File: config.mk
export PLATFORM = sky130hd
export DESIGN_NAME = ccu_top
export DESIGN_NICKNAME = d
export VERILOG_FILES = /design/src/pkg/ccu_pkg.sv /design/src/rtl/ccu_top.sv
export SDC_FILE = /design/constraint.sdc
export NUM_CORES = 2
export LEC_CHECK = 0
export BUFFER_PORTS_ARGS = -buffer_cell sky130_fd_sc_hd__buf_2
export CAP_MARGIN = 20
export CELL_PAD_IN_SITES_DETAIL_PLACEMENT = 1
export CELL_PAD_IN_SITES_GLOBAL_PLACEMENT = 1
export CORE_ASPECT_RATIO = 1.25
export CORE_MARGIN = 2
export CORE_UTILIZATION = 40
export DETAILED_ROUTE_END_ITERATION = 10
export GPL_TIMING_DRIVEN = 1
export PLACE_DENSITY_LB_ADDON = 0.1
export SYNTH_ARGS = -nofsm -noshare
export SYNTH_HDL_FRONTEND = slang
export SYNTH_SLANG_ARGS = --single-unit
File: constraint.sdc
create_clock -name ref_clk -period 56.5 [get_ports ref_clk]
set_input_delay 11.3 -clock ref_clk [delete_from_list [all_inputs] [get_ports ref_clk]]
set_output_delay 11.3 -clock ref_clk [all_outputs]
set_load 0.01 [all_outputs]
File: src/pkg/ccu_pkg.sv
// Constants shared by the dual-array capture/compare unit.
// Assumes a single 100 MHz clock and a word-indexed register port.
package ccu_pkg;

	// Sizes
	localparam int NCH      = 32;         // Two arrays of sixteen channels
	localparam int ARR_SIZE = 16;
	localparam int NTMR     = 4;          // Two time bases of two timers each
	localparam int TW       = 16;
	localparam int AW       = 8;
	localparam int DW       = 32;
	localparam int DBL_OFS  = 8;          // Upper half of an array pairs with lower half

	// Register indices (word index on the register port)
	localparam logic [7:0] OFS_VAL   = 8'h00;  // 0x00..0x1f channel values
	localparam logic [7:0] OFS_CFG   = 8'h20;  // 0x20..0x3f channel configuration
	localparam logic [7:0] OFS_TMR   = 8'h40;  // 0x40..0x43 timer counts
	localparam logic [7:0] OFS_REL   = 8'h44;  // 0x44..0x47 reload values
	localparam logic [7:0] OFS_TCTL  = 8'h48;  // 0x48..0x4b timer control
	localparam logic [7:0] OFS_STAT  = 8'h50;  // Channel request flags, write 1 clears
	localparam logic [7:0] OFS_TSTAT = 8'h51;  // Timer request flags, write 1 clears
	localparam logic [7:0] OFS_MASK  = 8'h52;  // Channel request enables
	localparam logic [7:0] OFS_TMASK = 8'h53;  // Timer request enables

	// Channel configuration fields, layout is implementation defined
	localparam int CFG_W    = 5;          // RULE_19
	localparam int CFG_TSEL = 3;          // 0 primary, 1 secondary timer
	localparam int CFG_DBL  = 4;          // Double register mode, upper-half channel
	localparam logic [2:0] M_OFF   = 3'h0;
	localparam logic [2:0] M_CAP_R = 3'h1;
	localparam logic [2:0] M_CAP_F = 3'h2;
	localparam logic [2:0] M_CAP_B = 3'h3;
	localparam logic [2:0] M_CMP0  = 3'h4;
	localparam logic [2:0] M_CMP1  = 3'h5;
	localparam logic [2:0] M_CMP2  = 3'h6;
	localparam logic [2:0] M_CMP3  = 3'h7;

	// Timer control fields
	localparam int TCTL_W   = 4;
	localparam int TCTL_RUN = 3;
	localparam logic [2:0] CK_DIV8  = 3'h0;  // Divide by 8, 16, 32, 64 for codes 0..3
	localparam logic [2:0] CK_GPT   = 3'h4;
	localparam logic [2:0] CK_EXT   = 3'h5;  // Primary timers only

	// Channels with no output driver
	localparam int IN_ONLY_LO = 24;
	localparam int IN_ONLY_HI = 27;

	// Finest timer step: 400 ns at a 20 MHz system clock
	localparam int FINE_RES_NS = 400;
	localparam int REF_SYS_MHZ = 20;
	localparam int PRESC_MIN   = FINE_RES_NS * REF_SYS_MHZ / 1000;  // 8 clocks
	localparam int PRESC_W     = 6;

	localparam logic [TW-1:0] TMR_MAX = 16'hffff;
	localparam logic [TW-1:0] RST_16  = 16'h0000;

endpackage

File: src/rtl/ccu_top.sv
// Dual time-base capture/compare unit: four timers, two 16-channel arrays.
// Assumes one ref_clk domain; pins and external count inputs are asynchronous,
// the general timer overflow pulse comes from logic on ref_clk.
//
// Behaviour
// RULE_01: Four 16-bit reloadable timers, two pairs forming two time bases.
// RULE_02: Timer clock from prescaled system clock or general timer overflow.
// RULE_03: Primary timers may count rising edges on an external count input.
// RULE_04: Two arrays of sixteen capture/compare channels, thirty-two in all.
// RULE_05: Each channel selects timer of its array and capture or compare.
// RULE_06: One pin per channel; channels 24 to 27 never drive their pin.
// RULE_07: Capture latches assigned timer value on the selected pin event.
// RULE_08: Every capture sets the channel request flag.
// RULE_09: Capture edge selectable: rising, falling or both.
// RULE_10: Compare channels match continuously; action depends on mode.
// RULE_11: Mode 0 raises requests only, any number per period.
// RULE_12: Mode 1 toggles the pin on every match.
// RULE_13: Mode 2 raises requests only, at most one per period.
// RULE_14: Mode 3 sets pin on match, clears on overflow, once per period.
// RULE_15: Double mode: two channels toggle one shared pin on either match.
// RULE_16: Fastest prescaler steps timers once every eight system clocks.
// RULE_17: Each channel and timer has request and enable flags.
// RULE_18: Overflow reloads the timer and defines the timer period.
// RULE_19: Prescaler codes, mode codes and register layout are implementation choices.
//
// The address-and-strobe port and the address map were left to the implementer.
`timescale 1ns/1ps
module ccu_top
	import ccu_pkg::*;
(
	// Clock and reset
	input  wire logic                ref_clk,
	input  wire logic                reset,
	// Register port
	input  wire logic [AW-1:0]       reg_addr,
	input  wire logic [DW-1:0]       reg_wdata,
	input  wire logic                reg_wr,
	input  wire logic                reg_rd,
	output logic      [DW-1:0]       reg_rdata,
	// Timing sources
	input  wire logic                gpt_ovf_pulse,
	input  wire logic [1:0]          ext_count_pin,
	// Channel pins
	input  wire logic [NCH-1:0]      cc_pin_in,
	output logic      [NCH-1:0]      cc_pin_out,
	output logic      [NCH-1:0]      cc_pin_oe,
	// Interrupt
	output logic                     irq
);

	////////////////////////////////////////////////////////////////////////
	// Storage
	logic [TW-1:0]     val_reg  [NCH];
	logic [CFG_W-1:0]  cfg_reg  [NCH];
	logic [TW-1:0]     tmr_reg  [NTMR];
	logic [TW-1:0]     rel_reg  [NTMR];
	logic [TCTL_W-1:0] tctl_reg [NTMR];
	logic [NCH-1:0]    stat_reg, mask_reg, once_reg, pin_reg, oe_reg;
	logic [NTMR-1:0]   tstat_reg, tmask_reg, ovf_reg, upd_reg;
	logic [PRESC_W-1:0] presc_reg;
	logic [NCH-1:0]    sync1_reg, sync2_reg, prev_reg;
	logic [1:0]        ext1_reg, ext2_reg, extp_reg;
	logic [DW-1:0]     rdata_reg;
	logic              irq_reg;
	logic [NTMR-1:0]   tick;
	logic [NCH-1:0]    cap_ev, cmp_hit, cmp_ev, tog;

	// Timer index of a channel: array bit above the select bit
	function automatic logic [1:0] tmr_of(input int c, input logic [CFG_W-1:0] cfg);
		tmr_of = {(c >= ARR_SIZE) ? 1'b1 : 1'b0, cfg[CFG_TSEL]};
	endfunction

	function automatic logic is_cmp(input logic [CFG_W-1:0] cfg);
		is_cmp = cfg[2];
	endfunction

	// True for an upper-half compare channel in double mode, false for any lower-half channel
	function automatic logic dbl_up(input int c, input logic [CFG_W-1:0] cfg);
		dbl_up = cfg[CFG_DBL] && is_cmp(cfg) && ((c % ARR_SIZE) >= DBL_OFS);
	endfunction

	// Prescaler tap: divide by 8 << code
	function automatic logic presc_hit(input logic [1:0] code,
		input logic [PRESC_W-1:0] cnt);
		logic [PRESC_W-1:0] msk;
		msk = PRESC_W'((PRESC_MIN << code) - 1);
		presc_hit = ((cnt & msk) == msk);
	endfunction

	////////////////////////////////////////////////////////////////////////
	// Input synchronisers; only stage two and its delayed copy feed any logic
	always_ff @(posedge ref_clk or posedge reset) begin
		if (reset) begin
			sync1_reg <= '0;
			sync2_reg <= '0;
			prev_reg  <= '0;
			ext1_reg  <= 2'h0;
			ext2_reg  <= 2'h0;
			extp_reg  <= 2'h0;
		end else begin
			sync1_reg <= cc_pin_in;
			sync2_reg <= sync1_reg;
			prev_reg  <= sync2_reg;
			ext1_reg  <= ext_count_pin;
			ext2_reg  <= ext1_reg;
			extp_reg  <= ext2_reg;
		end
	end

	// Free-running prescaler
	always_ff @(posedge ref_clk or posedge reset) begin
		if (reset)
			presc_reg <= '0;
		else
			presc_reg <= presc_reg + 1'b1;  // RULE_16
	end

	////////////////////////////////////////////////////////////////////////
	// Count enables per timer
	always_comb begin
		for (int t = 0; t < NTMR; t++) begin
			logic [2:0] sel;
			sel = tctl_reg[t][2:0];
			if (sel <= 3'h3)
				tick[t] = presc_hit(sel[1:0], presc_reg);  // RULE_02 RULE_16
			else if (sel == CK_GPT)
				tick[t] = gpt_ovf_pulse;  // RULE_02
			else if (sel == CK_EXT && t % 2 == 0)
				tick[t] = ext2_reg[t/2] & ~extp_reg[t/2];  // RULE_03
			else
				tick[t] = 1'b0;
			tick[t] = tick[t] & tctl_reg[t][TCTL_RUN];
		end
	end

	// Timers count up and reload on overflow; a software write takes priority
	always_ff @(posedge ref_clk or posedge reset) begin
		if (reset) begin
			for (int t = 0; t < NTMR; t++)
				tmr_reg[t] <= RST_16;
			ovf_reg <= '0;
			upd_reg <= '0;
		end else begin
			for (int t = 0; t < NTMR; t++) begin
				ovf_reg[t] <= 1'b0;
				upd_reg[t] <= 1'b0;
				if (reg_wr && reg_addr == OFS_TMR + 8'(t)) begin
					tmr_reg[t] <= reg_wdata[TW-1:0];
				end else if (tick[t]) begin
					upd_reg[t] <= 1'b1;
					if (tmr_reg[t] == TMR_MAX) begin
						tmr_reg[t] <= rel_reg[t];  // RULE_18 RULE_01
						ovf_reg[t] <= 1'b1;
					end else begin
						tmr_reg[t] <= tmr_reg[t] + 1'b1;
					end
				end
			end
		end
	end

	////////////////////////////////////////////////////////////////////////
	// Channel event detection
	always_comb begin
		for (int c = 0; c < NCH; c++) begin
			logic [1:0] t;
			logic       rise, fall;
			t    = tmr_of(c, cfg_reg[c]);
			rise = sync2_reg[c] & ~prev_reg[c];
			fall = ~sync2_reg[c] & prev_reg[c];
			unique case (cfg_reg[c][2:0])  // RULE_09 RULE_19
				M_CAP_R: cap_ev[c] = rise;
				M_CAP_F: cap_ev[c] = fall;
				M_CAP_B: cap_ev[c] = rise | fall;
				default: cap_ev[c] = 1'b0;
			endcase
			// Match only on the cycle after the timer steps, so one count value
			// gives one event however long the timer rests on it
			cmp_hit[c] = is_cmp(cfg_reg[c]) && upd_reg[t]
				&& tmr_reg[t] == val_reg[c];  // RULE_10
			if (cfg_reg[c][2:0] == M_CMP2 || cfg_reg[c][2:0] == M_CMP3)
				cmp_ev[c] = cmp_hit[c] & ~once_reg[c];  // RULE_13 RULE_14
			else
				cmp_ev[c] = cmp_hit[c];  // RULE_11
		end
	end

	// Pin toggles: own mode 1 match, plus match of an upper double partner
	always_comb begin
		for (int c = 0; c < NCH; c++) begin
			tog[c] = (cfg_reg[c][2:0] == M_CMP1) && !dbl_up(c, cfg_reg[c])
				&& cmp_ev[c];  // RULE_12
			// Modulo keeps the partner index in range on lanes that never pair
			if ((c % ARR_SIZE) < DBL_OFS
				&& dbl_up(c + DBL_OFS, cfg_reg[(c + DBL_OFS) % NCH]))
				tog[c] = tog[c] ^ cmp_ev[(c + DBL_OFS) % NCH];  // RULE_15
		end
	end

	// One-per-period latch, released by the assigned timer's overflow
	always_ff @(posedge ref_clk or posedge reset) begin
		if (reset) begin
			once_reg <= '0;
		end else begin
			for (int c = 0; c < NCH; c++) begin
				if (cmp_ev[c])
					once_reg[c] <= 1'b1;
				else if (ovf_reg[tmr_of(c, cfg_reg[c])])
					once_reg[c] <= 1'b0;  // RULE_18
			end
		end
	end

	// Output pins and their drivers
	always_ff @(posedge ref_clk or posedge reset) begin
		if (reset) begin
			pin_reg <= '0;
			oe_reg  <= '0;
		end else begin
			for (int c = 0; c < NCH; c++) begin
				logic drv;
				drv = (cfg_reg[c][2:0] == M_CMP1 || cfg_reg[c][2:0] == M_CMP3)
					&& !dbl_up(c, cfg_reg[c]);
				if ((c % ARR_SIZE) < DBL_OFS)
					drv = drv | dbl_up(c + DBL_OFS, cfg_reg[(c + DBL_OFS) % NCH]);
				// Input-only channels never drive, whatever the mode
				oe_reg[c] <= drv && !(c >= IN_ONLY_LO && c <= IN_ONLY_HI);  // RULE_06
				if (cfg_reg[c][2:0] == M_CMP3) begin
					// Match wins over an overflow in the same cycle
					if (cmp_ev[c])
						pin_reg[c] <= 1'b1;  // RULE_14
					else if (ovf_reg[tmr_of(c, cfg_reg[c])])
						pin_reg[c] <= 1'b0;  // RULE_14
				end else if (tog[c]) begin
					pin_reg[c] <= ~pin_reg[c];  // RULE_12 RULE_15
				end
			end
		end
	end

	////////////////////////////////////////////////////////////////////////
	// Channel values: capture beats a software write in the same cycle
	always_ff @(posedge ref_clk or posedge reset) begin
		if (reset) begin
			for (int c = 0; c < NCH; c++)
				val_reg[c] <= RST_16;
		end else begin
			for (int c = 0; c < NCH; c++) begin
				if (cap_ev[c])
					val_reg[c] <= tmr_reg[tmr_of(c, cfg_reg[c])];  // RULE_07
				else if (reg_wr && reg_addr == OFS_VAL + 8'(c))
					val_reg[c] <= reg_wdata[TW-1:0];
			end
		end
	end

	// Configuration, reload and timer control registers
	always_ff @(posedge ref_clk or posedge reset) begin
		if (reset) begin
			for (int c = 0; c < NCH; c++)
				cfg_reg[c] <= '0;
			for (int t = 0; t < NTMR; t++) begin
				rel_reg[t]  <= RST_16;
				tctl_reg[t] <= '0;
			end
			mask_reg  <= '0;
			tmask_reg <= '0;
		end else if (reg_wr) begin
			for (int c = 0; c < NCH; c++)
				if (reg_addr == OFS_CFG + 8'(c))
					cfg_reg[c] <= reg_wdata[CFG_W-1:0];  // RULE_05 RULE_04
			for (int t = 0; t < NTMR; t++) begin
				if (reg_addr == OFS_REL + 8'(t))
					rel_reg[t] <= reg_wdata[TW-1:0];
				if (reg_addr == OFS_TCTL + 8'(t))
					tctl_reg[t] <= reg_wdata[TCTL_W-1:0];
			end
			if (reg_addr == OFS_MASK)
				mask_reg <= reg_wdata;  // RULE_17
			if (reg_addr == OFS_TMASK)
				tmask_reg <= reg_wdata[NTMR-1:0];
		end
	end

	// Request flags: write one to clear, a new event in the same cycle wins
	always_ff @(posedge ref_clk or posedge reset) begin
		if (reset) begin
			stat_reg  <= '0;
			tstat_reg <= '0;
		end else begin
			logic [NCH-1:0]  clr;
			logic [NTMR-1:0] tclr;
			clr  = (reg_wr && reg_addr == OFS_STAT) ? reg_wdata : '0;
			tclr = (reg_wr && reg_addr == OFS_TSTAT) ? reg_wdata[NTMR-1:0] : '0;
			stat_reg  <= (stat_reg & ~clr) | cap_ev | cmp_ev;  // RULE_08 RULE_17
			tstat_reg <= (tstat_reg & ~tclr) | ovf_reg;  // RULE_17
		end
	end

	// Interrupt level
	always_ff @(posedge ref_clk or posedge reset) begin
		if (reset)
			irq_reg <= 1'b0;
		else
			irq_reg <= |(stat_reg & mask_reg) || |(tstat_reg & tmask_reg);
	end

	// Read data, valid the cycle after the strobe only
	always_ff @(posedge ref_clk or posedge reset) begin
		if (reset) begin
			rdata_reg <= '0;
		end else begin
			rdata_reg <= '0;
			if (reg_rd) begin
				if (reg_addr < OFS_CFG)
					rdata_reg <= DW'(val_reg[reg_addr[4:0]]);
				else if (reg_addr < OFS_TMR)
					rdata_reg <= DW'(cfg_reg[reg_addr[4:0]]);
				else if (reg_addr < OFS_REL)
					rdata_reg <= DW'(tmr_reg[reg_addr[1:0]]);
				else if (reg_addr < OFS_TCTL)
					rdata_reg <= DW'(rel_reg[reg_addr[1:0]]);
				else if (reg_addr < OFS_TCTL + 8'h4)
					rdata_reg <= DW'(tctl_reg[reg_addr[1:0]]);
				else if (reg_addr == OFS_STAT)
					rdata_reg <= stat_reg;
				else if (reg_addr == OFS_TSTAT)
					rdata_reg <= DW'(tstat_reg);
				else if (reg_addr == OFS_MASK)
					rdata_reg <= mask_reg;
				else if (reg_addr == OFS_TMASK)
					rdata_reg <= DW'(tmask_reg);
			end
		end
	end

	assign reg_rdata  = rdata_reg;
	assign cc_pin_out = pin_reg;
	assign cc_pin_oe  = oe_reg;
	assign irq        = irq_reg;

	logic p8;
	assign p8 = presc_hit(2'h0, presc_reg);
endmodule

==> results.toml <==
[sta]
setup_viol = 0
min_period_ps = 15170
final_max_slew_viol_count = 0
period_share = 0.269
worstMarginPinSlew_ps = 1230
finClkSkew_ps = 34.4
setup_slack_ps = 41330
finalSetupTns_ps = 0
rsz0062_at_grt = "no"
hold_viol = 0
holdWs_ps = 347
fmax_mhz = 65.9
slew_headroom = 0.180

[detailed_routing]
drt_iter0_markers = 4751
viasPerCell = 6.34
drc = 0
routed_wl_mm = 331
ant_nets = 0
dr_total_vias = 57797
wl_per_cell_um = 36.4
drtPass1Iterations = 8

[final_layout]
layout_commonest_cell = "dfrtp_1"
post-route-cell-area_sq_um = 79600
mostFrequentLayoutCells = "1127 x dfrtp_1, 1097 x mux2i_1, 496 x xnor2_1"
fillers = 19090
fin_nets = 6791
fin_cells = 9111
largest_reg_flops = 512
layout-drive-gt1-share = 0.203
syn_to_final_growth_pct = 11.4

[worst_hold_path]
hp-start = "sync1_reg[31]"
hold_class = "flip-flop to flip-flop"
min_to = "sync2_reg[31]"
whs_path_depth = 0

[synth]
synth_edf_count = 0
syn_area_sq_um = 71400
async_flop_share = 1.00
yosysTopAreaCell = "dfrtp_1"
synth_top_area_frac = 0.396
syn_inst = 6656
ys_seq_area_frac = 0.396
synth_ff_type = "dfrtp_1"
synth_cell_types = 81
yosysWarnings = 0
ys_ff_latch = 1129
avgSynthCellArea_sq_um = 10.7
synthTopCellsByArea = "dfrtp_1 40%, mux2i_1 15%, mux4_2 7.7%"

[worst_setup_path]
required_ps = 57380
start_kind = "primary input"
reg2reg_slack_ps = 52240
critPathMaxFanout = 83
end_kind = "asynchronous set/reset pin"
worstPathArrival_ps = 16050
rr_startpoint = "tmr_reg[11]"
r2r-end = "cc_pin_out[16]"
reg2reg_depth = 7
path_class = "primary input to asynchronous set/reset pin"

[clock_network]
cts_buffers = 138
holdBufCountCts = 0
cts_max_level = 4
clkTransAtPathRegs_ps = 60
clockBufferDepth = 3
cts_setup_buffers = 0
cts-root-buf = "clkbuf_16"
clock_latency_ps = 820
clock_sink_count = 1129
cts_resized = 0
cts_tree = "built"

[grt]
grt_pass1_vias = 60344
grt_max_degree = 155
grt_pass1_wl_mm = 468
grt_usage = 0.360
antenna_found_initial = 22
grt-ovfl-total = 0

[floorplanning]
die_height_um = 476
fp.coreArea_sq_um = 177000
initial_utilization = 0.402
rows = 173
die_w_um = 382
die_area_sq_um = 182000
ios = 176

[placed_design]
post_dp_cell_area_sq_um = 75000
place.port_buffers = 171
dp.cells = 8861
post-place-ws_ps = 40330
gp_routability_congestion = 0.947
dp_hpwl_mm = 235

[status]
status = "finished, final reports clean"

[job]
cap_viol_max_count = 0

[power]
p_leak_nw = 31.4
max-vdd-ir-drop_v = 0.0000241
p_per_area_nw_per_um2 = 36.9
==> synth_stat cells (70+ instances only) <==
master	count
mux2_2	395
nor2b_1	190
a211oi_1	187
a21oi_1	369
xnor2_1	496
nor2_1	361
dfrtp_1	1129
nand2_1	380
clkbuf_1	352
buf_1	88
buf_2	88
nand3_1	96
mux2i_1	1097
nor4_1	124
inv_1	171
o21ai_0	107
mux4_2	245
nor3_1	70
==> per-layer routing <==
metal / vias up / GRT usage / wire [um]
met5: - / 0 / 102
met4: 16 / 0.293 / 32100
met1: 30561 / 0.422 / 124000
met3: 887 / 0.0570 / 18200
li1: 24059 / - / -
met2: 2274 / 0.584 / 156000
==> critical path: stages <==
cell	delay (ps)
buf_2	130
inv_8	380
buf_4	770
buf_4	790
buf_4	800
buf_4	850
buf_4	670
==> cell type report <==
class                           instances  area, sq um  share of cell area
Multi-Input combinational cell       4806        40500               0.509
Tap cell                             2362         2960              0.0371
Antenna cell                            9         22.5            0.000283
Inverter                              171          649             0.00816
Clock buffer                          197         4080              0.0513
Sequential cell                      1129        28300               0.355
Timing Repair Buffer                  397         2620              0.0329
Clock inverter                         40          494             0.00621
==> how the worst max path moves through the flow <==
stage / startpoint / to / slack, ps / cells past startpoint
floorplan: reset / cc_pin_oe[0] / 13410 / 1
global placement: reset / cfg_reg[136] / 40380 / 7
detailed placement: reset / cc_pin_out[6] / 40330 / 7
CTS: reset / cfg_reg[130] / 41170 / 7
global route: reset / once_reg[3] / 40760 / 7
finish: reset / cfg_reg[124] / 41330 / 7
==> cell families (layout without fill, tap and decap cells) <==
logic type	count (synthesis)	count (layout)	share of synthesized area
other	1	13	0.0000525
multiplexers	1746	1746	0.295
buffers and inverters	724	805	0.0412
XOR/XNOR	531	531	0.0651
adder cells (fa/ha/maj)	69	69	0.0121
AO/OA/AOI/OAI	986	986	0.0889
flip-flops	1129	1129	0.396
AND/OR/NAND/NOR	1470	1470	0.102
==> report_power, final <==
group | leakage (nW) | switching, mW | internal, mW
Sequential | 14.8 | 0.190 | 0.943
Combinational | 14.4 | 0.508 | 0.367
Clock | 2.26 | 0.386 | 0.543
Total | 31.4 | 1.08 | 1.85
==> per-stage QoR <==
stage | power (mW) | util
6_report | 2.94 | 0.448
2_1_floorplan | 1.61 | -
3_3_place_gp | 1.97 | 0.422
3_5_place_dp | 1.99 | 0.422
5_1_grt | 3.03 | 0.448
4_1_cts | 2.93 | 0.448
No activity file was read; power rests on OpenSTA's default activity.
